### src/fbl_defs.svh
// Constants for the flash boot lock protection block.
`ifndef FBL_DEFS_SVH
`define FBL_DEFS_SVH
`define FBL_PTR_W 24
`define FBL_WADDR_W 23
`define FBL_PAGE_WORD_BITS 7
`define FBL_BOOT_START_DEF 23'h7F000
`define FBL_APP_RESET_ADDR 23'h000000
`define FBL_GUARD_OPEN 2'h3
`define FBL_GUARD_NOWRITE 2'h2
`define FBL_GUARD_LOCKED 2'h0
`define FBL_GUARD_NOREAD 2'h1
`define FBL_EXT_RST 8'h00
`define FBL_PTR_RST 8'h00
`endif

### src/fbl_pkg.sv
// Types for the flash boot lock protection block.
`default_nettype none
package fbl_pkg;
   typedef logic [1:0] fbl_guard_t;
   typedef enum logic [1:0] {
      FBL_OP_NONE,
      FBL_OP_LOAD,
      FBL_OP_STORE,
      FBL_OP_GUARD_SET
   } fbl_op_t;
endpackage
`default_nettype wire

### src/fbl_guard_check.sv
// Combinational section classification and access decision.
`include "fbl_defs.svh"
`default_nettype none
module fbl_guard_check
   import fbl_pkg::*;
(
   input wire logic [`FBL_WADDR_W-1:0] pc_word,
   input wire logic [`FBL_WADDR_W-1:0] target_word,
   input wire logic [`FBL_WADDR_W-1:0] boot_start,
   input wire fbl_pkg::fbl_guard_t app_guard,
   input wire fbl_pkg::fbl_guard_t loader_guard,
   input wire logic ivt_in_loader,
   output logic exec_in_loader,
   output logic target_in_loader,
   output logic store_ok,
   output logic load_ok,
   output logic irq_ok
);
   function automatic logic write_blocked(input fbl_guard_t g);
      write_blocked = (g == `FBL_GUARD_NOWRITE) || (g == `FBL_GUARD_LOCKED);
   endfunction
   function automatic logic read_blocked(input fbl_guard_t g);
      read_blocked = (g == `FBL_GUARD_LOCKED) || (g == `FBL_GUARD_NOREAD);
   endfunction
   always_comb begin
      exec_in_loader = (pc_word >= boot_start);
      target_in_loader = (target_word >= boot_start);
      // Stores from the application section never program flash.
      store_ok = exec_in_loader;
      if (target_in_loader) begin
         if (write_blocked(loader_guard)) begin
            store_ok = 1'b0;
         end
      end else if (write_blocked(app_guard)) begin
         store_ok = 1'b0; // see
      end
      load_ok = 1'b1;
      if (exec_in_loader && !target_in_loader && read_blocked(app_guard)) begin
         load_ok = 1'b0;
      end
      if (!exec_in_loader && target_in_loader &&
          read_blocked(loader_guard)) begin
         load_ok = 1'b0;
      end
      irq_ok = 1'b1;
      if (ivt_in_loader && !exec_in_loader && read_blocked(app_guard)) begin
         irq_ok = 1'b0;
      end
      if (!ivt_in_loader && exec_in_loader && read_blocked(loader_guard)) begin
         irq_ok = 1'b0;
      end
   end
endmodule
`default_nettype wire

### src/fbl_top.sv
// Flash boot lock protection and flash pointer formation.
//
// Overview of operation
// Application and loader guard fields are kept and set independently.
// Guard bits only get programmed; only chip erase returns them to one.
// General write lock never affects store programming.
// General read/write lock never blocks loads or stores.
// One means unprogrammed; app field 11 imposes no restriction.
// App modes 2 and 3 reject stores to the application section.
// App modes 3 and 4 refuse loader-side loads of application data.
// App modes 3,4 with vectors in loader mask interrupts in application.
// Loader modes 2 and 3 reject stores to the loader section.
// Loader modes 3 and 4 refuse application-side loads of loader data.
// Loader modes 3,4 with vectors in application mask loader interrupts.
// Reset vector fuse one starts at zero, zero at loader start.
// Software has no path to change fuses.
// Pointer is extension, high byte, low byte from top down.
// Extension register exists only for program space above 64K bytes.
// Store word address splits into word-in-page and page number.
// Software uses the same page for erase and write.
// Programming captures the pointer so later changes do not disturb it.
// Loads address bytes; the byte select bit picks low or high byte.
// Stores executed from the application section are ignored.
// Execution section is found by comparing PC with loader start.
`include "fbl_defs.svh"
`default_nettype none
module fbl_top
   import fbl_pkg::*;
#(
   parameter bit HAS_EXT = 1'b1
)
(
   input wire logic clk,
   input wire logic rst,
   input wire fbl_pkg::fbl_op_t op,
   input wire logic [`FBL_WADDR_W-1:0] pc_word,
   input wire logic ext_we,
   input wire logic [7:0] ext_wdata,
   input wire logic [7:0] ptr_high,
   input wire logic [7:0] ptr_low,
   input wire logic [5:0] guard_wdata,
   input wire logic chip_erase,
   input wire logic prog_if_we,
   input wire logic [5:0] prog_if_guard,
   input wire logic reset_vector_select_fuse,
   input wire logic [`FBL_WADDR_W-1:0] boot_start,
   input wire logic ivt_in_loader,
   input wire logic [15:0] flash_rdata,
   input wire logic prog_done,
   output logic [7:0] ext_rdata,
   output logic [`FBL_PTR_W-1:0] flash_pointer,
   output logic [`FBL_WADDR_W-1:0] reset_vector,
   output logic flash_rd,
   output logic [`FBL_WADDR_W-1:0] flash_raddr,
   output logic [7:0] load_data,
   output logic load_valid,
   output logic load_refused,
   output logic prog_start,
   output logic prog_busy,
   output logic [`FBL_WADDR_W-`FBL_PAGE_WORD_BITS-1:0] prog_page,
   output logic [`FBL_PAGE_WORD_BITS-1:0] prog_word,
   output logic store_refused,
   output logic irq_allow,
   output logic [5:0] guard_rdata
);
   import fbl_pkg::*;

   typedef enum logic [1:0] {
      FBL_IDLE,
      FBL_READ,
      FBL_PROG
   } fbl_state_t;

   fbl_state_t state_q, state_d;
   logic [7:0] ext_q, ext_d;
   fbl_guard_t app_guard_q, app_guard_d;
   fbl_guard_t loader_guard_q, loader_guard_d;
   logic [`FBL_PTR_W-1:0] ptr_q, ptr_d;
   logic [`FBL_WADDR_W-1:0] raddr_q, raddr_d;
   logic byte_sel_q, byte_sel_d;
   logic [`FBL_WADDR_W-1:0] latch_q, latch_d;
   logic [`FBL_WADDR_W-1:0] rvec_q, rvec_d;
   logic rvec_done_q, rvec_done_d;
   logic rd_q, rd_d;
   logic [7:0] ldata_q, ldata_d;
   logic lvalid_q, lvalid_d;
   logic lref_q, lref_d;
   logic pstart_q, pstart_d;
   logic sref_q, sref_d;
   logic irq_q, irq_d;
   logic [`FBL_PTR_W-1:0] cur_ptr;
   logic [`FBL_WADDR_W-1:0] cur_word;
   logic exec_in_loader, target_in_loader, store_ok, load_ok, irq_ok;

   always_comb begin
      cur_ptr = {ext_q, ptr_high, ptr_low};
      cur_word = cur_ptr[`FBL_PTR_W-1:1];
   end

   fbl_guard_check u_check (
      .pc_word(pc_word),
      .target_word(cur_word),
      .boot_start(boot_start),
      .app_guard(app_guard_q),
      .loader_guard(loader_guard_q),
      .ivt_in_loader(ivt_in_loader),
      .exec_in_loader(exec_in_loader),
      .target_in_loader(target_in_loader),
      .store_ok(store_ok),
      .load_ok(load_ok),
      .irq_ok(irq_ok)
   );

   // Guard fields: software and programming port may only clear bits.
   always_comb begin
      app_guard_d = app_guard_q;
      loader_guard_d = loader_guard_q;
      if (chip_erase) begin
         app_guard_d = `FBL_GUARD_OPEN;
         loader_guard_d = `FBL_GUARD_OPEN;
      end else begin
         if (prog_if_we) begin
            app_guard_d = app_guard_d & prog_if_guard[3:2];
            loader_guard_d = loader_guard_d & prog_if_guard[5:4];
         end
         if (op == FBL_OP_GUARD_SET && exec_in_loader) begin
            app_guard_d = app_guard_d & guard_wdata[3:2];
            loader_guard_d = loader_guard_d & guard_wdata[5:4];
         end
      end
   end

   always_ff @(posedge clk) begin
      // Guards are nonvolatile in the array, so reset does not open them.
      if (rst && chip_erase) begin
         app_guard_q <= `FBL_GUARD_OPEN;
         loader_guard_q <= `FBL_GUARD_OPEN;
      end else begin
         app_guard_q <= app_guard_d;
         loader_guard_q <= loader_guard_d;
      end
   end

   // Extension register; tied to zero in small variants.
   always_comb begin
      ext_d = ext_q;
      if (ext_we && HAS_EXT) begin
         ext_d = ext_wdata;
      end
   end

   always_ff @(posedge clk) begin
      if (rst) begin
         ext_q <= `FBL_EXT_RST;
      end else begin
         ext_q <= ext_d;
      end
   end

   // Reset vector is caught once after reset release, from the fuse input.
   // The fuse has no write path here at all.
   always_comb begin
      rvec_d = rvec_q;
      rvec_done_d = rvec_done_q;
      if (!rvec_done_q) begin
         rvec_d = reset_vector_select_fuse ? `FBL_APP_RESET_ADDR
                                           : boot_start; // see
         rvec_done_d = 1'b1;
      end
   end

   always_ff @(posedge clk) begin
      if (rst) begin
         rvec_q <= `FBL_APP_RESET_ADDR;
         rvec_done_q <= 1'b0;
      end else begin
         rvec_q <= rvec_d;
         rvec_done_q <= rvec_done_d;
      end
   end

   // Access sequencing.
   always_comb begin
      state_d = state_q;
      ptr_d = ptr_q;
      raddr_d = raddr_q;
      byte_sel_d = byte_sel_q;
      latch_d = latch_q;
      rd_d = 1'b0;
      ldata_d = ldata_q;
      lvalid_d = 1'b0;
      lref_d = 1'b0;
      pstart_d = 1'b0;
      sref_d = 1'b0;
      irq_d = irq_ok;
      case (state_q)
         FBL_IDLE: begin
            ptr_d = cur_ptr;
            if (op == FBL_OP_LOAD) begin
               if (load_ok) begin
                  raddr_d = cur_word;
                  byte_sel_d = cur_ptr[0];
                  rd_d = 1'b1;
                  state_d = FBL_READ;
               end else begin
                  lref_d = 1'b1; // see
                  ldata_d = 8'h00;
               end
            end else if (op == FBL_OP_STORE) begin
               if (store_ok) begin
                  latch_d = cur_word;
                  pstart_d = 1'b1;
                  state_d = FBL_PROG;
               end else begin
                  sref_d = 1'b1;
               end
            end
         end
         FBL_READ: begin
            ldata_d = byte_sel_q ? flash_rdata[15:8]
                                 : flash_rdata[7:0];
            lvalid_d = 1'b1;
            state_d = FBL_IDLE;
         end
         FBL_PROG: begin
            // Further requests are ignored; the latched address stays put.
            if (prog_done) begin
               state_d = FBL_IDLE;
            end
         end
         default: begin
            state_d = FBL_IDLE;
         end
      endcase
   end

   always_ff @(posedge clk) begin
      if (rst) begin
         state_q <= FBL_IDLE;
         ptr_q <= '0;
         raddr_q <= '0;
         byte_sel_q <= 1'b0;
         latch_q <= '0;
         rd_q <= 1'b0;
         ldata_q <= 8'h00;
         lvalid_q <= 1'b0;
         lref_q <= 1'b0;
         pstart_q <= 1'b0;
         sref_q <= 1'b0;
         irq_q <= 1'b1;
      end else begin
         state_q <= state_d;
         ptr_q <= ptr_d;
         raddr_q <= raddr_d;
         byte_sel_q <= byte_sel_d;
         latch_q <= latch_d;
         rd_q <= rd_d;
         ldata_q <= ldata_d;
         lvalid_q <= lvalid_d;
         lref_q <= lref_d;
         pstart_q <= pstart_d;
         sref_q <= sref_d;
         irq_q <= irq_d;
      end
   end

   // General lock bits are deliberately not inputs here. see see
   always_comb begin
      ext_rdata = ext_q;
      flash_pointer = ptr_q;
      reset_vector = rvec_q;
      flash_rd = rd_q;
      flash_raddr = raddr_q;
      load_data = ldata_q;
      load_valid = lvalid_q;
      load_refused = lref_q;
      prog_start = pstart_q;
      prog_busy = (state_q == FBL_PROG);
      prog_page = latch_q[`FBL_WADDR_W-1:`FBL_PAGE_WORD_BITS];
      prog_word = latch_q[`FBL_PAGE_WORD_BITS-1:0];
      store_refused = sref_q;
      irq_allow = irq_q;
      guard_rdata = {loader_guard_q, app_guard_q, 2'h3};
   end
endmodule
`default_nettype wire

### config.mk
export PLATFORM = sky130hd
export DESIGN_NAME = fbl_top
export DESIGN_NICKNAME = d
export VERILOG_FILES = /design/src/fbl_pkg.sv /design/src/fbl_guard_check.sv /design/src/fbl_top.sv
export VERILOG_INCLUDE_DIRS = /design/src /design/src/src
export SDC_FILE = /design/constraint.sdc
export NUM_CORES = 1
export LEC_CHECK = 0
export ABC_AREA = 1
export BUFFER_PORTS_ARGS = -buffer_cell sky130_fd_sc_hd__buf_2
export CAP_MARGIN = 15
export CORE_MARGIN = 2
export CORE_UTILIZATION = 45
export DETAILED_ROUTE_END_ITERATION = 10
export GPL_TIMING_DRIVEN = 0
export PLACE_DENSITY = 0.75
export SYNTH_ARGS = -nofsm -noshare
export SYNTH_HDL_FRONTEND = slang
export SYNTH_SLANG_ARGS = --single-unit
### constraint.sdc
create_clock -name clk -period 2.22 [get_ports clk]
set_input_delay 0.444 -clock clk [delete_from_list [all_inputs] [get_ports clk]]
set_output_delay 0.444 -clock clk [all_outputs]
set_load 0.02 [all_outputs]
== Word level (Yosys, flattened, before mapping) ==
Index checks and enable logic that the tools add are counted.

* Register bits after elaboration: 123
* Input bits: 108
* Output and inout bits: 122
* Logic and storage cells: 99

* Order comparisons: 2
* Equality and inequality tests: 15
* Muxes and demuxes: 30
* Bitwise gates (word level): 7
* Reduce and logical (&&, ||, !) cells: 28

{| class="wikitable"
|+ Operator list
! operator !! count
|-
| $ge A23 B23 Y1 || 2
|-
| $mux W8 || 3
|-
| $mux W23 || 1
|-
| $mux W2 || 11
|-
| $pmux W8 S2 || 1
|-
| $mux W1 || 13
|-
| $eq A2 B2 Y1 const B || 5
|-
| $logic_and A1 B1 Y1 || 10
|-
| $ne A3 B3 Y1 const B || 3
|-
| $and A2 B2 Y2 || 4
|-
| $eq A2 B1 Y1 const B || 4
|-
| $reduce_and A4 Y1 || 2
|-
| $logic_not A2 Y1 || 3
|-
| $ne A2 B2 Y1 const B || 3
|-
| $reduce_and A3 Y1 || 2
|-
| $logic_or A1 B1 Y1 || 4
|-
| $pmux W2 S2 || 1
|-
| $reduce_or A4 Y1 || 1
|-
| $logic_not A1 Y1 || 3
|-
| $not A1 Y1 || 3
|-
| $reduce_or A3 Y1 || 1
|-
| $reduce_bool A2 Y1 || 1
|-
| $reduce_or A2 Y1 || 1
|}

== Logic depth before layout (Yosys ltp) ==
Gate-level depths: netlist of the first run.

* Depth in word-level cells: 9
* Mapped depth: 17
* Mapped depth without buffers: 16

== Cells and area by module ==
From an unflattened synthesis of the first run, not the netlist that was laid out.

* Cells, all modules: 790
* Area, all modules: 5,860.6 µm²

{| class="wikitable"
|+ Modules (own cells, without submodules)
! module !! times used !! cells an instance !! area each (µm²) !! sequential area each (µm²)
|-
| fbl_top || 1 || 561 || 4,460.5 || 2,462.4
|-
| fbl_guard_check || 1 || 229 || 1,400.1 || 0.0
|}

== Worst setup path before layout of the first run ==
No wires, ideal clock.

* Kind: input-to-reg
* Start point: input port boot_start[18]
* End point: register raddr_q[11] (netlist: flash_raddr[11])
* Library setup time: 0.136 ns
* Data arrival time: 1.943 ns
* Required time: 2.084 ns
* Setup slack: 0.140 ns
* Cell stages on the path: 15
* Buffers on the path: 1
* Path through: inv_1 > ha_1 > nand2_1 > inv_1 > nand2_1 > nand2_1 > a21oi_1 > nand4_2 > nand2_1 > nand2_2 > nand2_4 > nand2_8 > buf_12 > nand2_1 > a21oi_2

* Word-level cells in the longest chain between the ends: 7
* Elaborated cells between the ends (all ways): 11
* Those cells by class: order compare: 2; mux: 2; reduce/logical: 7

{| class="wikitable"
|+ Ends and longest elaborated chain
! item !! line !! RTL
|-
| start, declared || fbl_top.sv:46 || <nowiki>input wire logic [`FBL_WADDR_W-1:0] boot_start,</nowiki>
|-
| $ge A23 B23 Y1 || fbl_guard_check.sv:27 || <nowiki>target_in_loader = (target_word >= boot_start);</nowiki>
|-
| $logic_not A1 Y1 || fbl_guard_check.sv:38 || <nowiki>if (exec_in_loader && !target_in_loader && read_blocked(app_guard)) begin</nowiki>
|-
| $logic_and A1 B1 Y1 (2 in series) || fbl_guard_check.sv:38 ||
|-
| $mux W1 || fbl_guard_check.sv:38 ||
|-
| $mux W1 * || fbl_guard_check.sv:41 || <nowiki>if (!exec_in_loader && target_in_loader &&</nowiki>
|-
| $reduce_and A3 Y1 (no line) * || n/a ||
|-
| end signal, assigned || fbl_top.sv:254 || <nowiki>raddr_q <= raddr_d;</nowiki>
|-
| end, declared || fbl_top.sv:79 || <nowiki>logic [`FBL_WADDR_W-1:0] raddr_q, raddr_d;</nowiki>
|}

Mark *: on every way between the ends. The rest lies on a longest branch, timed or not.
A chain may end at the register's enable or synchronous reset.

== Worst setup path after layout of the first run ==
* Start point: register ext_q[1] (netlist: ext_rdata[1])
* End point: register latch_q[4]

* Word-level cells in the longest chain between the ends: 3

{| class="wikitable"
|+ Ends and longest elaborated chain
! item !! line !! RTL
|-
| start, declared || fbl_top.sv:75 || <nowiki>logic [7:0] ext_q, ext_d;</nowiki>
|-
| start signal, assigned || fbl_top.sv:154 || <nowiki>ext_q <= `FBL_EXT_RST;</nowiki>
|-
| start signal, assigned || fbl_top.sv:156 || <nowiki>ext_q <= ext_d;</nowiki>
|-
| $ge A23 B23 Y1 || fbl_guard_check.sv:27 ||
|-
| $mux W1 || fbl_guard_check.sv:30 || <nowiki>if (target_in_loader) begin</nowiki>
|-
| $reduce_and A4 Y1 (no line) || n/a ||
|-
| end signal, assigned || fbl_top.sv:256 || <nowiki>latch_q <= latch_d;</nowiki>
|-
| end, declared || fbl_top.sv:81 || <nowiki>logic [`FBL_WADDR_W-1:0] latch_q, latch_d;</nowiki>
|}

Every way passes these cells.

==> flow_summary.toml, run 1 <==
[cells_and_area]
n_antenna_cell = 0
layout-area-overhead-vs-synth_pct = 43.9
finalNonFillerCells = 1279
final_cell_area_sq_um = 8560
final_util_pct = 65.4
regArea_sq_um = 2490
fill_cells = 1124
multi_input_comb_area_sq_um = 3340
post_layout_nets = 1248
drive_above_1_share_pct = 33.5

[floorplan]
die_w_um = 119
dieArea_sq_um = 14200
die_h_um = 119
initial_core_util_pct = 45.5
io-pin-count = 230
core_sq_um = 13100
count_of_standard_cell_rows = 42

[synthesis]
ys_top_cells_by_count = "175 x sky130_fd_sc_hd__nand2_1, 157 x sky130_fd_sc_hd__nor2_1, 123 x sky130_fd_sc_hd__dfxtp_1"
netlist_instances = 820
synth_async_sr_flop_share_pct = 0
synth.top_cell.area_share_pct = 41.4
post_synth_main_area_contributors = "sky130_fd_sc_hd__dfxtp_1 41%, sky130_fd_sc_hd__nand2_1 11%, sky130_fd_sc_hd__ha_1 10%"
cell_area_after_synthesis_sq_um = 5950
ys_dominant_reg_cell = "sky130_fd_sc_hd__dfxtp_1"
most_repeated_cell_in_the_gate_level_netlist_after_synthesis = "sky130_fd_sc_hd__nand2_1"
ys_ff_latch = 123
synthesis.area_per_instance_sq_um = 7.25
synth-edff-count = 0
yosys_warnings = 0
synth.yosys.seq_area_share_pct = 41.4
post-synth-top-area-cell = "sky130_fd_sc_hd__dfxtp_1"
yosys.cell_types.count = 30

[sta]
finalHoldViolCount = 0
min_period_over_period_pct = 98.1
final.setup_skew_ns = 0.00670
timing.hold.ws_ns = 0.249
finalSetupViolCount = 0
min_period_ns = 2.18
max_freq_ghz = 0.459
report.final.slew_viol_count = 0
totalNegativeSetupSlack_ns = 0
timing.max_slew.rel_slack_pct = 51.2
finalWorstSetupSlack_ns = 0.0418
tightestPinTransition_ns = 0.732
rsz0062_at_grt = "yes"

[pwr]
power_leakage_nw = 4.21
cellPowerDensity_nw_per_um2 = 787
peakVddDrop_uv = 377
power.total_mw = 6.73

[place]
place_inst = 1219
port_buffers = 222
placement.setup.worst_slack_ns = -0.367
gp_routability_congestion = 0.830
dpl-instance-area_sq_um = 7280
dpl.hpwl_um = 14200

[outcome]
run_status = "complete, no violations"

[route]
remaining_drc_errors = 0
viasPerCell = 4.98
drt-wirelength-per-cell_um = 15.1
detail_route.iter0.violations = 389
antenna_violating_nets_post_route = 0
via_count = 6373
firstDrtPassIters = 5
final_wirelength_um = 19300

[worst_setup_path]
arrival_time_of_the_worst_setup_path_ns = 2.50
worst_setup_path_start_kind = "flip-flop"
worst-path-max-fanout = 5
crit-reg2reg-capture = "latch_q[4]"
timing.setup.critical_path_class = "reg -> reg"
critPathCaptureType = "flip-flop"
critical-path-top-cell-by-count = "sky130_fd_sc_hd__nand2_2"
r2r_cells = 14
critPathSlowestCell = "sky130_fd_sc_hd__dfxtp_4"
worst-endpoint-required_ns = 2.54
timing.reg2reg.setup_slack_ns = 0.04
setup.worst_path.start = "ext_rdata[1]"
worstReg2RegStart = "ext_rdata[1]"
slowest_delay_ns = 0.38
critical_path_destination = "latch_q[4]"
timing.critical_path.cells = "ha_4 -> nand2_2 -> nor2_2 -> nand2_2 -> inv_2 -> nand2_2 -> nor2_4 -> nor2_4 -> nand4_1 -> nand4_4 -> buf_12 -> buf_8 -> o21ai_2 -> nor2_1"

[clock_tree]
maximum_level_of_the_cts_h_tree = 4
tritoncts = "built"
clock_latency_on_the_worst_skew_pair_ns = 0.42
cts.reportedPaths.clkPinSlew_ns = 0.06
cts_num_sinks = 123
root_buffer = "sky130_fd_sc_hd__clkbuf_16"
cts_max_path_buffers = 2
tritoncts.num_buffers = 17

[grt]
wire_length_of_the_first_global_routing_pass_um = 29100
track_usage_pct = 26.1
gr-total-overflow = 0
largest_net_degree_at_the_start_of_global_routing = 17
grt_antenna_before_repair = 0
grt_pass1_vias = 5852

[worst_hold_path]
hold_wc_path_type = "in -> reg"

[flow_run]
drv_cap = 0
power by group:
| group | internal [mW] | switching [mW] |
|---|---|---|
| clock | 1.62 | 1.02 |
| sequential | 2.38 | 0.109 |
| combinational | 0.596 | 1.01 |
| total | 4.60 | 2.14 |
worst min-delay path by stage:
stage	from	end	cells after the start
2_1_floorplan	rvec_done_q	reset_vector[16]	2
3_3_place_gp	flash_raddr[22]	flash_raddr[22]	2
3_5_place_dp	flash_raddr[6]	flash_raddr[6]	2
4_1_cts	ext_wdata[0]	ext_rdata[0]	3
5_1_grt	ext_wdata[4]	ext_rdata[4]	3
6_report	chip_erase	loader_guard_q[0]	3
state kept, by name (all words and copies together) (netlist names), 2 cells and up:
signal	cells
flash_pointer	24
loader_guard_q	2
flash_raddr	23
latch_q	23
app_guard_q	2
reset_vector	23
ext_rdata	8
state_q	2
load_data	8
layout make-up:
type | count | share of cell area [%]
Multi-Input combinational cell | 592 | 39.0
Sequential cell | 123 | 29.1
Timing Repair Buffer | 250 | 16.7
Clock buffer | 21 | 5.50
Inverter | 71 | 3.26
Buffer | 36 | 2.82
Tap cell | 176 | 2.57
Clock inverter | 10 | 1.08
logic make-up (layout without fill, tap and decap cells):
kind of cell	after synthesis	in the layout	synth area share, %
and+or+nand+nor	392	393	27.2
AOI/OAI and AO/OA	148	148	13.2
DFF	123	123	41.4
buffers and inverters	107	388	7.82
adders and majority gates	49	49	10.3
other	1	2	0.0630
placed cells by master, fill, tap and decap left out, types with 11 or more instances in the layout:
master | Yosys | final
sky130_fd_sc_hd__clkbuf_1 | 25 | 26
sky130_fd_sc_hd__ha_1 | 49 | 41
sky130_fd_sc_hd__buf_4 | 5 | 21
sky130_fd_sc_hd__inv_1 | 68 | 66
sky130_fd_sc_hd__o21ai_0 | 66 | 46
sky130_fd_sc_hd__nor2_1 | 157 | 152
sky130_fd_sc_hd__dfxtp_1 | 123 | 115
sky130_fd_sc_hd__buf_2 | 0 | 223
sky130_fd_sc_hd__a21oi_1 | 69 | 67
sky130_fd_sc_hd__nand3_1 | 42 | 40
sky130_fd_sc_hd__o21ai_2 | 0 | 20
sky130_fd_sc_hd__clkbuf_16 | 0 | 22
sky130_fd_sc_hd__nand2_2 | 4 | 11
sky130_fd_sc_hd__nand2_1 | 175 | 166
critical path, delay by kind of cell (launching register included):
family | cells | cell delay (ns)
flip-flops | 1 | 0.38
buffers and inverters | 3 | 0.39
AND/OR/NAND/NOR | 9 | 0.88
AO/OA/AOI/OAI | 1 | 0.14
adder cells (fa/ha/maj) | 1 | 0.27
timing repair:
item	4_1_cts	5_1_grt
setup endpoints to repair	54	59
setup buffers	5	16
cloned	1	7
gates resized for setup	23	91
pin swaps	2	14
hold buffers	0	0
hold endpoints to repair	0	0
per-layer routing:
layer / wire, um / GRT usage (%) / share of wire (%) / vias up
met5: 0 / 0 / 0 / -
met4: 402 / 9.52 / 2.1 / 0
met3: 1280 / 5.89 / 6.6 / 33
met2: 9330 / 43.4 / 48 / 230
met1: 8320 / 33.2 / 43 / 2923
li1: - / - / - / 3187
No activity file was read; power rests on OpenSTA's default activity.
==> run 2: changes to the inputs <==
--- a/config.mk
+++ b/config.mk
@@ -13,7 +13,7 @@
 export CORE_UTILIZATION = 45
 export DETAILED_ROUTE_END_ITERATION = 10
 export GPL_TIMING_DRIVEN = 0
-export PLACE_DENSITY = 0.75
+export PLACE_DENSITY_LB_ADDON = 0.25
 export SYNTH_ARGS = -nofsm -noshare
 export SYNTH_HDL_FRONTEND = slang
 export SYNTH_SLANG_ARGS = --single-unit
==> run 2 against run 1 <==
  * Global-route usage down 0.89 points
  * Count of clock-buffer cells in the layout up 3
  * Wire length decreased by 4.6%
  * Die area stayed put
  * Via count is 1.8% lower
  * Critical path type unchanged
  * Flip-flop and latch count unchanged
  * Register-to-register slack worse by 0.02 ns
  * Sequential power barely moved
==> flow_summary.toml, run 2 (same netlist as run 1, synthesis figures left out) <==
[cells_and_area]
final_util_pct = 63.6
n_antenna_cell = 0
drive_above_1_share_pct = 30.8
final_cell_area_sq_um = 8320
multi_input_comb_area_sq_um = 3200
post_layout_nets = 1242
regArea_sq_um = 2490
largest_reg_flops = 24
layout-area-overhead-vs-synth_pct = 39.9
layout.cells.most_common_list = "222 x sky130_fd_sc_hd__buf_2, 167 x sky130_fd_sc_hd__nand2_1, 154 x sky130_fd_sc_hd__nor2_1, 115 x sky130_fd_sc_hd__dfxtp_1, 67 x sky130_fd_sc_hd__a21oi_1"
layout_commonest_cell = "sky130_fd_sc_hd__buf_2"
fill_cells = 1179

[pwr]
power.total_mw = 6.70
peakVddDrop_uv = 414
power_leakage_nw = 4.13
cellPowerDensity_nw_per_um2 = 805

[worst_setup_path]
worst-endpoint-required_ns = 2.53
worstReg2RegStart = "ext_rdata[1]"
crit-reg2reg-capture = "latch_q[8]"
timing.setup.critical_path_class = "reg -> reg"
timing.reg2reg.setup_slack_ns = 0.02
critPathCaptureType = "flip-flop"
r2r_cells = 14
worst-path-max-fanout = 8
worst_setup_path_start_kind = "flip-flop"
arrival_time_of_the_worst_setup_path_ns = 2.51

[route]
detail_route.iter0.violations = 367
viasPerCell = 4.92
final_wirelength_um = 18400
firstDrtPassIters = 5
wl_met2_um = 8800
drt-wirelength-per-cell_um = 14.5
sum_of_met3_wire_segment_lengths_after_detailed_routing_um = 1070
antenna_violating_nets_post_route = 0
via_count = 6257
remaining_drc_errors = 0
drt-met1-wl_um = 8260
route.top_layer_used = "met4"

[sta]
max_freq_ghz = 0.455
timing.hold.ws_ns = 0.239
min_period_ns = 2.20
min_period_over_period_pct = 99.0
final.setup_skew_ns = 0.00822
finalSetupViolCount = 0
tightestPinTransition_ns = 0.681
timing.max_slew.rel_slack_pct = 54.6
finalHoldViolCount = 0
report.final.slew_viol_count = 0

[floorplan]
dieArea_sq_um = 14200
initial_core_util_pct = 45.5
core_sq_um = 13100
die_h_um = 119
count_of_standard_cell_rows = 42
io-pin-count = 230
die_w_um = 119

[grt]
grt_pass1_vias = 5795
wire_length_of_the_first_global_routing_pass_um = 28000
largest_net_degree_at_the_start_of_global_routing = 17
grt_antenna_before_repair = 0
gr-total-overflow = 0
track_usage_pct = 25.2

[clock_tree]
clock_latency_on_the_worst_skew_pair_ns = 0.42
cts.reportedPaths.clkPinSlew_ns = 0.05
tritoncts.num_buffers = 17
post_cts_hold_buffer_count = 0
root_buffer = "sky130_fd_sc_hd__clkbuf_16"
maximum_level_of_the_cts_h_tree = 4
tritoncts = "built"
cts_num_sinks = 123
cts_max_path_buffers = 2

[flow_run]
drv_cap = 0

[worst_hold_path]
worst_hold_path.endpoint = "ext_rdata[2]"
timing.hold.worst_path_depth = 3
hold_wc_path_type = "in -> reg"
holdCritStartpoint = "ext_wdata[2]"

[place]
dpl.hpwl_um = 13900
port_buffers = 222
gp_routability_congestion = 0.885
dpl-instance-area_sq_um = 7280

[outcome]
run_status = "complete, no violations"
-- run 2: area by class of cell --
cell class                      count  share of cell area (%)
Tap cell                          176                    2.65
Clock buffer                       24                    5.67
Buffer                             36                    2.77
Clock inverter                      7                    1.10
Timing Repair Buffer              245                    16.2
Sequential cell                   123                    29.9
Inverter                           71                    3.23
Multi-Input combinational cell    591                    38.4
-- run 2: worst max path at each step --
stage / startpoint / end / slack (ns)
3_3_place_gp: boot_start[10] / flash_raddr[14] / -0.37
3_5_place_dp: boot_start[10] / flash_raddr[15] / -0.36
5_1_grt: ext_rdata[0] / latch_q[8] / -0.08
4_1_cts: ext_rdata[3] / flash_raddr[15] / 0.002
2_1_floorplan: boot_start[18] / flash_raddr[11] / 0.14
6_report: ext_rdata[1] / latch_q[8] / 0.02
-- run 2: power breakdown --
part	leakage, nW	switching [mW]	internal [mW]
clock network	0.274	0.985	1.70
logic	2.85	0.965	0.559
registers	1.01	0.104	2.38
-- run 2: routing by layer --
metal	vias to the layer above	global-route usage, %
met5	-	0
met4	0	7.96
met3	29	6.18
met2	196	42.9
met1	2858	31.4
li1	3174	-
-- run 2: what timing repair did --
action | CTS | global route
gates resized for setup | 21 | 52
cloned | 0 | 3
pin swaps | 2 | 11
setup endpoints to repair | 54 | 58
buffers inserted | 0 | 20
-- run 2: per-stage QoR --
step / instances / worst slack, ns / TNS (ns)
final: 1273 / 0.0219 / 0
after global routing: 1273 / -0.0840 / -0.345
after CTS: 1250 / 0.00245 / 0
after detailed placement: 1219 / -0.363 / -17.28
after global placement: 1219 / -0.366 / -16.81
after floorplan: 821 / 0.140 / 0
-- run 2: critical path, cell delays in order (launching register included) --
cell and delay [ns]:
sky130_fd_sc_hd__dfxtp_4 0.37, sky130_fd_sc_hd__ha_4 0.27, sky130_fd_sc_hd__nand2_1 0.08, sky130_fd_sc_hd__nor2_4 0.12, sky130_fd_sc_hd__nand2_2 0.08, sky130_fd_sc_hd__inv_2 0.06
sky130_fd_sc_hd__nand2_1 0.05, sky130_fd_sc_hd__nor2_2 0.15, sky130_fd_sc_hd__nor2_2 0.07, sky130_fd_sc_hd__nand4_1 0.18, sky130_fd_sc_hd__nand4_4 0.13, sky130_fd_sc_hd__buf_12 0.17
sky130_fd_sc_hd__buf_8 0.12, sky130_fd_sc_hd__o21ai_0 0.18, sky130_fd_sc_hd__nor2_1 0.07
